`config.mk`:
```
export PLATFORM = sky130hd
export DESIGN_NAME = timer_pair
export DESIGN_NICKNAME = d
export VERILOG_FILES = /design/src/inc/timer_pair_pkg.sv /design/src/rtl/short_prescaler.sv /design/src/rtl/timer_pair.sv
export SDC_FILE = /design/constraint.sdc
export NUM_CORES = 1
export LEC_CHECK = 0
export BUFFER_PORTS_ARGS = -buffer_cell sky130_fd_sc_hd__buf_2
export CAP_MARGIN = 20
export CORE_UTILIZATION = 35
export CTS_CLUSTER_DIAMETER = 100
export DETAILED_ROUTE_END_ITERATION = 16
export PLACE_DENSITY = 0.62
export SLEW_MARGIN = 40
export SYNTH_ARGS = -nofsm -noshare
export SYNTH_HDL_FRONTEND = slang
export SYNTH_HIERARCHICAL = 1
export SYNTH_SLANG_ARGS = --single-unit
```
`constraint.sdc`:
```
create_clock -name mclk_in -period 3.65 [get_ports mclk_in]
set_clock_uncertainty 0.1 [all_clocks]
set_input_delay 0 -clock mclk_in [delete_from_list [all_inputs] [get_ports mclk_in]]
set_output_delay 0 -clock mclk_in [all_outputs]
set_load 0.005 [all_outputs]
```
`src/inc/timer_pair_pkg.sv`:
```
// Package of register map, field layout and reset constants for the timer pair
package timer_pair_pkg;
   localparam int ADDR_W = 8;
   localparam logic [7:0] OFF_GLOBAL_IRQ = 8'h0B;
   localparam logic [7:0] OFF_IRQ_FLAGS = 8'h0C;
   localparam logic [7:0] OFF_WIDE_LOW = 8'h0E;
   localparam logic [7:0] OFF_WIDE_HIGH = 8'h0F;
   localparam logic [7:0] OFF_WIDE_CTRL = 8'h10;
   localparam logic [7:0] OFF_SHORT_COUNT = 8'h11;
   localparam logic [7:0] OFF_SHORT_CTRL = 8'h12;
   localparam logic [7:0] OFF_IRQ_ENABLES = 8'h8C;
   localparam logic [7:0] OFF_SHORT_PERIOD = 8'h92;
   localparam logic [7:0] OFF_COMPARE_LOW = 8'h15;
   localparam logic [7:0] OFF_COMPARE_HIGH = 8'h16;
   localparam logic [7:0] OFF_COMPARE_CTRL = 8'h17;
   localparam int BIT_WIDE_ON = 0;
   localparam int BIT_WIDE_SYNC_N = 2;
   localparam int BIT_AUX_OSC_EN = 3;
   localparam int BIT_WIDE_FLAG = 0;
   localparam int BIT_SHORT_FLAG = 1;
   localparam int BIT_SHORT_RUN = 2;
   localparam int PS_LSB = 0;
   localparam int POST_LSB = 3;
   localparam logic [7:0] WIDE_CTRL_MASK = 8'h3F;
   localparam logic [7:0] SHORT_CTRL_MASK = 8'h7F;
   localparam logic [7:0] FLAG_MASK = 8'h03;
   localparam logic [7:0] RESET_ZERO = 8'h00;
   localparam logic [7:0] RESET_PERIOD = 8'hFF;
   localparam logic [3:0] MODE_SPECIAL_EVENT = 4'hB;
   localparam logic [1:0] PS_DIV1 = 2'h0;
   localparam logic [1:0] PS_DIV4 = 2'h1;
   localparam logic [3:0] PS_LAST_DIV1 = 4'h0;
   localparam logic [3:0] PS_LAST_DIV4 = 4'h3;
   localparam logic [3:0] PS_LAST_DIV16 = 4'hF;
   localparam logic [1:0] INSTR_DIV_LAST = 2'h3;
   localparam logic [7:0] UNMAPPED_READ = 8'h00;
endpackage : timer_pair_pkg

```
`src/rtl/short_prescaler.sv`:
```
// Prescaler of the short timer: one pulse per selected number of instruction ticks
`timescale 1ns/1ns
`default_nettype none
module short_prescaler
   import timer_pair_pkg::*;
(
   input wire logic clk_in,
   input wire logic rst_n_in,
   input wire logic clear_in,
   input wire logic tick_in,
   input wire logic [1:0] sel_in,
   output logic pulse_out
);
   logic [3:0] count_reg;
   logic [3:0] last;

   always_comb begin
      unique case (sel_in)
         PS_DIV1: last = PS_LAST_DIV1;
         PS_DIV4: last = PS_LAST_DIV4;
         default: last = PS_LAST_DIV16;
      endcase
   end

   assign pulse_out = tick_in && !clear_in && (count_reg == last);

   always_ff @(posedge clk_in or negedge rst_n_in) begin
      if (!rst_n_in) begin
         count_reg <= 4'h0;
      end else if (clear_in) begin
         count_reg <= 4'h0;
      end else if (tick_in) begin
         count_reg <= (count_reg >= last) ? 4'h0 : count_reg + 4'h1;
      end
   end
endmodule // short_prescaler
`default_nettype wire

```
`src/rtl/timer_pair.sv`:
```
// Wide and short timer pair with Avalon-MM register slave
`timescale 1ns/1ns
`default_nettype none
module timer_pair
   import timer_pair_pkg::*;
(
   input wire logic mclk_in,
   input wire logic rst_n_in,
   input wire logic [ADDR_W-1:0] address_in,
   input wire logic read_in,
   input wire logic write_in,
   input wire logic [7:0] writedata_in,
   output logic [7:0] readdata_out,
   output logic waitrequest_out,
   input wire logic sleep_in,
   input wire logic adc_enable_in,
   output logic aux_osc_run_out,
   output logic wide_irq_out,
   output logic short_irq_out,
   output logic adc_start_out
);
   logic rst_sync1_reg;
   logic rst_sync2_reg;
   logic rst_n;
   logic [1:0] instr_div_reg;
   logic instr_tick;
   logic [7:0] wide_ctrl_reg;
   logic [15:0] wide_count_reg;
   logic [15:0] compare_value_pair_reg;
   logic [7:0] compare_ctrl_reg;
   logic [7:0] global_ctrl_reg;
   logic [7:0] flags_reg;
   logic [7:0] enables_reg;
   logic [7:0] short_count_reg;
   logic [7:0] short_period_reg;
   logic [7:0] short_ctrl_reg;
   logic [3:0] post_count_reg;
   logic ack_reg;
   logic wr_stb;
   logic rd_stb;
   logic wide_tick;
   logic wide_wrap;
   logic special_event;
   logic short_clear;
   logic pre_pulse;
   logic short_match;
   logic post_done;
   logic [7:0] rd_mux;

   function automatic logic hit(input logic [7:0] a, input logic [7:0] off);
      hit = (a == off);
   endfunction

   always_ff @(posedge mclk_in or negedge rst_n_in) begin
      if (!rst_n_in) begin
         rst_sync1_reg <= 1'b0;
         rst_sync2_reg <= 1'b0;
      end else begin
         rst_sync1_reg <= 1'b1;
         rst_sync2_reg <= rst_sync1_reg;
      end
   end
   assign rst_n = rst_sync2_reg;

   // Bus strobes: one wait cycle, then ack
   assign wr_stb = write_in && ack_reg;
   assign rd_stb = read_in && ack_reg;

   always_ff @(posedge mclk_in or negedge rst_n) begin
      if (!rst_n) begin
         ack_reg <= 1'b0;
      end else begin
         ack_reg <= (read_in || write_in) && !ack_reg;
      end
   end

   always_comb begin
      rd_mux = UNMAPPED_READ;
      if (hit(address_in, OFF_GLOBAL_IRQ)) rd_mux = global_ctrl_reg;
      if (hit(address_in, OFF_IRQ_FLAGS)) rd_mux = flags_reg & FLAG_MASK;
      if (hit(address_in, OFF_IRQ_ENABLES)) rd_mux = enables_reg & FLAG_MASK;
      if (hit(address_in, OFF_WIDE_LOW)) rd_mux = wide_count_reg[7:0];
      if (hit(address_in, OFF_WIDE_HIGH)) rd_mux = wide_count_reg[15:8];
      if (hit(address_in, OFF_WIDE_CTRL)) rd_mux = wide_ctrl_reg & WIDE_CTRL_MASK;
      if (hit(address_in, OFF_SHORT_COUNT)) rd_mux = short_count_reg;
      if (hit(address_in, OFF_SHORT_PERIOD)) rd_mux = short_period_reg;
      if (hit(address_in, OFF_SHORT_CTRL)) rd_mux = short_ctrl_reg & SHORT_CTRL_MASK;
      if (hit(address_in, OFF_COMPARE_LOW)) rd_mux = compare_value_pair_reg[7:0];
      if (hit(address_in, OFF_COMPARE_HIGH)) rd_mux = compare_value_pair_reg[15:8];
      if (hit(address_in, OFF_COMPARE_CTRL)) rd_mux = compare_ctrl_reg;
   end

   always_ff @(posedge mclk_in or negedge rst_n) begin
      if (!rst_n) begin
         readdata_out <= RESET_ZERO;
         waitrequest_out <= 1'b1;
      end else begin
         waitrequest_out <= !((read_in || write_in) && !ack_reg);
         if (read_in && !ack_reg) begin
            readdata_out <= rd_mux;
         end
      end
   end

   // Instruction clock: one tick per four master clocks
   always_ff @(posedge mclk_in or negedge rst_n) begin
      if (!rst_n) begin
         instr_div_reg <= 2'h0;
      end else begin
         instr_div_reg <= instr_div_reg + 2'h1;
      end
   end
   assign instr_tick = (instr_div_reg == INSTR_DIV_LAST);

   // Control registers
   always_ff @(posedge mclk_in or negedge rst_n) begin
      if (!rst_n) begin
         wide_ctrl_reg <= RESET_ZERO;
         short_ctrl_reg <= RESET_ZERO;
         short_period_reg <= RESET_PERIOD;
         compare_ctrl_reg <= RESET_ZERO;
         compare_value_pair_reg <= {RESET_PERIOD, RESET_PERIOD};
         global_ctrl_reg <= RESET_ZERO;
         enables_reg <= RESET_ZERO;
      end else if (wr_stb) begin
         if (hit(address_in, OFF_WIDE_CTRL)) wide_ctrl_reg <= writedata_in & WIDE_CTRL_MASK;
         if (hit(address_in, OFF_SHORT_CTRL)) short_ctrl_reg <= writedata_in & SHORT_CTRL_MASK;
         if (hit(address_in, OFF_SHORT_PERIOD)) short_period_reg <= writedata_in;
         if (hit(address_in, OFF_COMPARE_CTRL)) compare_ctrl_reg <= writedata_in;
         if (hit(address_in, OFF_COMPARE_LOW)) compare_value_pair_reg[7:0] <= writedata_in;
         if (hit(address_in, OFF_COMPARE_HIGH)) compare_value_pair_reg[15:8] <= writedata_in;
         if (hit(address_in, OFF_GLOBAL_IRQ)) global_ctrl_reg <= writedata_in;
         if (hit(address_in, OFF_IRQ_ENABLES)) enables_reg <= writedata_in & FLAG_MASK;
      end
   end

   // Aux oscillator enable, independent of sleep
   always_ff @(posedge mclk_in or negedge rst_n) begin
      if (!rst_n) begin
         aux_osc_run_out <= 1'b0;
      end else begin
         aux_osc_run_out <= wide_ctrl_reg[BIT_AUX_OSC_EN];
      end
   end

   // Wide counter: not reset, undefined at power-on
   assign wide_tick = instr_tick && wide_ctrl_reg[BIT_WIDE_ON];
   assign wide_wrap = wide_tick && (wide_count_reg == 16'hFFFF);
   // Special event only in synchronised mode (BIT_WIDE_SYNC_N clear)
   assign special_event = (compare_ctrl_reg[3:0] == MODE_SPECIAL_EVENT) && wide_tick
      && (wide_count_reg == compare_value_pair_reg) && !wide_ctrl_reg[BIT_WIDE_SYNC_N];

   always_ff @(posedge mclk_in) begin
      if (wr_stb && hit(address_in, OFF_WIDE_LOW)) begin
         wide_count_reg[7:0] <= writedata_in;
      end else if (wr_stb && hit(address_in, OFF_WIDE_HIGH)) begin
         wide_count_reg[15:8] <= writedata_in;
      end else if (special_event) begin
         wide_count_reg <= 16'h0000;
      end else if (wide_tick) begin
         wide_count_reg <= wide_count_reg + 16'h0001;
      end
   end

   always_ff @(posedge mclk_in or negedge rst_n) begin
      if (!rst_n) begin
         adc_start_out <= 1'b0;
      end else begin
         adc_start_out <= special_event && adc_enable_in;
      end
   end

   // Short timer
   assign short_clear = wr_stb && (hit(address_in, OFF_SHORT_COUNT) || hit(address_in, OFF_SHORT_CTRL));

   short_prescaler u_pre (
      .clk_in(mclk_in),
      .rst_n_in(rst_n),
      .clear_in(short_clear),
      .tick_in(instr_tick && short_ctrl_reg[BIT_SHORT_RUN]),
      .sel_in(short_ctrl_reg[PS_LSB+1:PS_LSB]),
      .pulse_out(pre_pulse)
   );

   assign short_match = pre_pulse && (short_count_reg == short_period_reg);
   assign post_done = short_match && (post_count_reg == short_ctrl_reg[POST_LSB+3:POST_LSB]);

   always_ff @(posedge mclk_in or negedge rst_n) begin
      if (!rst_n) begin
         short_count_reg <= RESET_ZERO;
      end else if (wr_stb && hit(address_in, OFF_SHORT_COUNT)) begin
         short_count_reg <= writedata_in;
      end else if (short_match) begin
         short_count_reg <= RESET_ZERO;
      end else if (pre_pulse) begin
         short_count_reg <= short_count_reg + 8'h01;
      end
   end

   always_ff @(posedge mclk_in or negedge rst_n) begin
      if (!rst_n) begin
         post_count_reg <= 4'h0;
      end else if (short_clear) begin
         post_count_reg <= 4'h0;
      end else if (post_done) begin
         post_count_reg <= 4'h0;
      end else if (short_match) begin
         post_count_reg <= post_count_reg + 4'h1;
      end
   end

   // Flags: hardware set wins over software clear
   always_ff @(posedge mclk_in or negedge rst_n) begin
      if (!rst_n) begin
         flags_reg <= RESET_ZERO;
      end else begin
         if (wr_stb && hit(address_in, OFF_IRQ_FLAGS)) begin
            flags_reg <= (writedata_in & FLAG_MASK)
               | {6'h00, post_done, wide_wrap && !special_event};
         end else begin
            flags_reg[BIT_WIDE_FLAG] <= flags_reg[BIT_WIDE_FLAG] | (wide_wrap && !special_event);
            flags_reg[BIT_SHORT_FLAG] <= flags_reg[BIT_SHORT_FLAG] | post_done;
         end
      end
   end

   always_ff @(posedge mclk_in or negedge rst_n) begin
      if (!rst_n) begin
         wide_irq_out <= 1'b0;
         short_irq_out <= 1'b0;
      end else begin
         wide_irq_out <= flags_reg[BIT_WIDE_FLAG] && enables_reg[BIT_WIDE_FLAG];
         short_irq_out <= flags_reg[BIT_SHORT_FLAG] && enables_reg[BIT_SHORT_FLAG];
      end
   end

   a_irq_gate: assert property (@(posedge mclk_in) disable iff (!rst_n)
      wide_irq_out |-> $past(enables_reg[BIT_WIDE_FLAG])) else $error("wide irq without enable");
   a_flag_sticky: assert property (@(posedge mclk_in) disable iff (!rst_n)
      $rose(flags_reg[BIT_SHORT_FLAG]) |-> $past(post_done) || $past(wr_stb && writedata_in[BIT_SHORT_FLAG]))
      else $error("short flag without match");
   a_event_clear: assert property (@(posedge mclk_in) disable iff (!rst_n)
      (special_event && !wr_stb) |=> wide_count_reg == 16'h0000) else $error("special event not cleared");
   a_event_noflag: assert property (@(posedge mclk_in) disable iff (!rst_n)
      (special_event && !flags_reg[BIT_WIDE_FLAG] && !wr_stb) |=> !flags_reg[BIT_WIDE_FLAG])
      else $error("special event set overflow flag");
   a_wrap_flag: assert property (@(posedge mclk_in) disable iff (!rst_n)
      (wide_wrap && !special_event) |=> flags_reg[BIT_WIDE_FLAG]) else $error("wrap lost");
   a_short_stop: assert property (@(posedge mclk_in) disable iff (!rst_n)
      (!short_ctrl_reg[BIT_SHORT_RUN] && !wr_stb) |=> $stable(short_count_reg)) else $error("short ran while off");
   a_short_wrap: assert property (@(posedge mclk_in) disable iff (!rst_n)
      (short_match && !wr_stb) |=> short_count_reg == RESET_ZERO) else $error("short not restarted");
   a_ctrl_bit7: assert property (@(posedge mclk_in) disable iff (!rst_n)
      !short_ctrl_reg[7]) else $error("short control bit7 set");
   a_osc_follow: assert property (@(posedge mclk_in) disable iff (!rst_n)
      aux_osc_run_out == $past(wide_ctrl_reg[BIT_AUX_OSC_EN])) else $error("oscillator enable mismatch");
   a_wide_step: assert property (@(posedge mclk_in) disable iff (!rst_n)
      (wide_tick && !special_event && !wr_stb) |=> wide_count_reg == $past(wide_count_reg) + 16'h0001)
      else $error("wide counter did not step");
   a_wrap_zero: assert property (@(posedge mclk_in) disable iff (!rst_n)
      (wide_wrap && !wr_stb) |=> wide_count_reg == 16'h0000) else $error("wide counter did not wrap");
   a_adc_gate: assert property (@(posedge mclk_in) disable iff (!rst_n)
      adc_start_out |-> $past(adc_enable_in)) else $error("conversion start while converter off");
   a_scaler_clear: assert property (@(posedge mclk_in) disable iff (!rst_n)
      short_clear |=> (post_count_reg == 4'h0) && (u_pre.count_reg == 4'h0))
      else $error("scalers not cleared");
   a_ctrl_keeps: assert property (@(posedge mclk_in) disable iff (!rst_n)
      (wr_stb && hit(address_in, OFF_SHORT_CTRL)) |=> $stable(short_count_reg)) else $error("control write moved count");
   a_post_step: assert property (@(posedge mclk_in) disable iff (!rst_n)
      (short_match && !post_done && !short_clear) |=> post_count_reg == $past(post_count_reg) + 4'h1)
      else $error("postscaler did not step");
   a_short_step: assert property (@(posedge mclk_in) disable iff (!rst_n)
      (pre_pulse && !short_match && !wr_stb) |=> short_count_reg == $past(short_count_reg) + 8'h01)
      else $error("short counter did not step");
   a_irq_short: assert property (@(posedge mclk_in) disable iff (!rst_n)
      short_irq_out |-> $past(enables_reg[BIT_SHORT_FLAG])) else $error("short irq without enable");
   a_flag_hold: assert property (@(posedge mclk_in) disable iff (!rst_n)
      (flags_reg[BIT_WIDE_FLAG] && !wr_stb) |=> flags_reg[BIT_WIDE_FLAG]) else $error("overflow flag lost");
   a_short_hold: assert property (@(posedge mclk_in) disable iff (!rst_n)
      (flags_reg[BIT_SHORT_FLAG] && !wr_stb) |=> flags_reg[BIT_SHORT_FLAG]) else $error("short flag lost");
   a_bus_wait: assert property (@(posedge mclk_in) disable iff (!rst_n)
      !waitrequest_out |=> waitrequest_out) else $error("wait released twice");
   a_read_answer: assert property (@(posedge mclk_in) disable iff (!rst_n)
      rd_stb |-> !waitrequest_out) else $error("read taken without answer");

   // Scenarios worth seeing
   c_wrap: cover property (@(posedge mclk_in) disable iff (!rst_n) wide_wrap);
   c_event: cover property (@(posedge mclk_in) disable iff (!rst_n) special_event);
   c_post: cover property (@(posedge mclk_in) disable iff (!rst_n) post_done);
   c_sleep_osc: cover property (@(posedge mclk_in) disable iff (!rst_n) sleep_in && aux_osc_run_out);
   c_conv_gated: cover property (@(posedge mclk_in) disable iff (!rst_n) special_event && !adc_enable_in);
endmodule // timer_pair
`default_nettype wire

```
==> run summary <==
outcome -> finished clean
GRT Residual Overflow -> 0
HP Start -> address_in[4]
Num CTS Buffers -> 9
largest net degree at the start of global routing -> 43
Sink Count -> 107
Die X -> 136 um
GP Congestion -> 0.889
antenna fix cells -> 0
post-DP HPWL -> 12.6 mm
fillcell total -> 1706
die height -> 136 um
Post-synth ARST share -> 85.0%
Seq/Total Area, Yosys -> 44.4%
CP Cell Sequence -> nand4b_1 -> nor4_4 -> buf_4 -> nand2b_1 -> nor3b_2 -> and2_1 -> nand3_1 -> or4b_2 -> a21oi_1
CP max stage delay -> 0.70 ns
Post-Syn Instances -> 607
via count -> 4979
final worst-path cycle share -> 82.6%
Mapped Area -> 0.00628 sq mm
DRC viols -> 0
Initial Util -> 36.1%
worst reg2reg startpoint -> ack_reg$_DFF_PN0_
NumNets Final -> 671
Synth Flop Type -> dfrtp_1
Critical Path Fanout Max -> 19
Slew Viols, Final -> 0
core area -> 0.0174 sq mm
syn nets -> 638
Cells on Worst Hold Path -> 4
post_cts resized -> 0
Reg clk slew, reported paths -> 0.08 ns
Core Rows -> 48
R2R depth -> 9
initial antenna violation count -> 0
area grow syn2layout -> 13.5%
Slew HR -> 45.9%
Worst EP required -> 3.83 ns
PortBufs -> 33
Syn Area/Cell -> 10.4 sq um
critical path capture point type -> register
Setup Viol. Count Final -> 0
CP Class -> reg2reg
layout cell share with drive strength beyond 1 -> 25.3%
DIE AREA -> 0.0185 sq mm
H-tree depth -> 3
Power, Total -> 2670 uW
CTS tree -> built
Clk Latency, worst-skew pair -> 0.37 ns
Hold Fails Final Rpt -> 0
vias in the first global route -> 4816
Slowest-stage cell, CP -> or4b_2
CP arrival -> 3.20 ns
type of origin of the critical path -> register
reg2reg end -> post_count_reg[2]$_DFFE_PN0P_
CTS max path bufs -> 2
total wire length -> 17.6 mm
vias per cell -> 5.72
First-pass DRT Iterations -> 5
post-synth cell types -> 74
Total Routing Usage GR -> 20.2%
Post-DRT Antenna Nets -> 0
Tightest Pin Transition -> 0.810 ns
Power Dens Cells -> 374 mW/mm^2
worst vdd ir -> 0.230 mV
global-route wire length before repair -> 27.9 mm
I/O pin count -> 35
RSZ-0062 raised after global routing -> false
Clk Tree Root Cell -> clkbuf_16
reg2reg setup slack -> 0.64 ns
Synth warnings -> 6
setup total negative slack -> 0 ns
max-cap viol count -> 0
Hold Crit Endpoint -> enables_reg[1]$_DFFE_PN0P_
Yosys reg bits -> 107
Post-synth EDFFs -> 16
Highest Clock Rate -> 0.332 GHz
Min-Delay Path Class -> in2reg
Final min period -> 3.01 ns
Routed WL per cell -> 20.2 um
Static Leakage -> 0.00292 uW
Starting DRT DRC Count -> 555
-- critical path: cells and delay by family, from the launching register on --
family                 cells  cell delay [ns]
AO/OA/AOI/OAI              1             0.16
buffers and inverters      1             0.21
flip-flops                 1             0.46
AND/OR/NAND/NOR            7             2.00
-- power by group --
part           total [uW]  switching (uW)  leakage (uW)  internal [uW]
combinational         313             180       0.00150            132
clock                1030             475      0.000146            555
sequential           1330            61.0       0.00127           1260
total                2670             716       0.00292           1950
-- per-layer routing --
layer	GRT usage, %	share of wire [%]
met5	0	0
met4	8.40	2.6
met3	2.72	6.3
met2	30.3	45
met1	29.0	46
-- metrics by stage --
| step | util (%) | hold WS [ns] | setup slack [ns] | cell area [sq um] | cells |
|---|---|---|---|---|---|
| finish | 40.9 | 0.0378 | 0.637 | 7130 | 870 |
| global route | 40.9 | 0.0683 | 0.376 | 7130 | 870 |
| CTS | 40.9 | 0.0365 | 0.623 | 7130 | 870 |
| detailed placement | 38.4 | -0.312 | 0.609 | 6690 | 841 |
| global placement | 38.3 | -0.315 | 0.635 | 6660 | 839 |
| floorplan | - | -0.396 | 0.679 | 6280 | 607 |
-- kinds of logic (layout without fill, tap and decap cells) --
| family | Yosys count | count (layout) | synth area share, % |
|---|---|---|---|
| buf+inv | 54 | 92 | 3.48 |
| other cells | 1 | 1 | 0.0597 |
| mux | 70 | 70 | 12.2 |
| simple gates | 194 | 194 | 18.4 |
| fa+ha+maj | 9 | 9 | 1.79 |
| flops | 107 | 107 | 44.4 |
| compound gates | 130 | 130 | 13.9 |
| xor+xnor | 42 | 42 | 5.85 |
-- synth_stat cells, types with 9 or more instances --
master,number,area [sq um]
xnor2_1,31,272
a21oi_1,29,145
edfxtp_1,16,480
nor4_1,10,62.6
mux2i_1,17,170
mux2_2,53,597
ha_1,9,113
o22ai_1,9,56.3
xor2_1,11,96.3
o31ai_1,16,120
nand2b_1,12,75.1
o21ai_0,27,135
nand3_1,16,80.1
dfrtp_1,66,1650
nor2_1,25,93.8
nand4_1,12,75.1
clkbuf_1,26,97.6
inv_1,17,63.8
dfstp_2,25,657
nand2_1,54,203
-- repair_timing --
action | in CTS | in global routing
endpoints found under the hold margin | 15 | 0
hold buffers | 13 | 0
setup endpoints to repair | 0 | 0
buffers inserted | 0 | 0
-- final cells by class --
cell class	instances	area, sq um	share of cell area, %
Multi-Input combinational cell	446	3280	46.1
Timing Repair Buffer	58	402	5.63
Sequential cell	107	2790	39.2
Clock buffer	11	243	3.40
Tap cell	225	282	3.95
Clock inverter	5	61.3	0.860
Inverter	18	67.6	0.947
-- layout by cell type (no fill, tap or decap), types with 9 or more instances in the layout --
cell type	n
dfrtp_1	65
nand2_1	54
mux2_2	53
buf_2	33
xnor2_1	31
a21oi_1	28
o21ai_0	27
nor2_1	25
dfstp_2	25
inv_1	17
mux2i_1	17
nand3_1	16
o31ai_1	16
edfxtp_1	16
dlygate4sd3_1	13
nand2b_1	12
nand4_1	12
xor2_1	11
nor4_1	10
buf_4	10
o22ai_1	9
ha_1	9
clkbuf_16	9
-- how the worst max path moves through the flow --
stage,from,endpoint,slack [ns],cells after the start
2_1_floorplan,ack_reg$_DFF_PN0_,post_count_reg[3]$_DFFE_PN0P_,0.68,10
3_3_place_gp,address_in[1],post_count_reg[2]$_DFFE_PN0P_,0.63,10
3_5_place_dp,address_in[1],post_count_reg[2]$_DFFE_PN0P_,0.61,10
4_1_cts,ack_reg$_DFF_PN0_,post_count_reg[2]$_DFFE_PN0P_,0.62,9
5_1_grt,ack_reg$_DFF_PN0_,post_count_reg[2]$_DFFE_PN0P_,0.38,9
6_report,ack_reg$_DFF_PN0_,post_count_reg[2]$_DFFE_PN0P_,0.64,9
(Power assumes the default switching activity.)
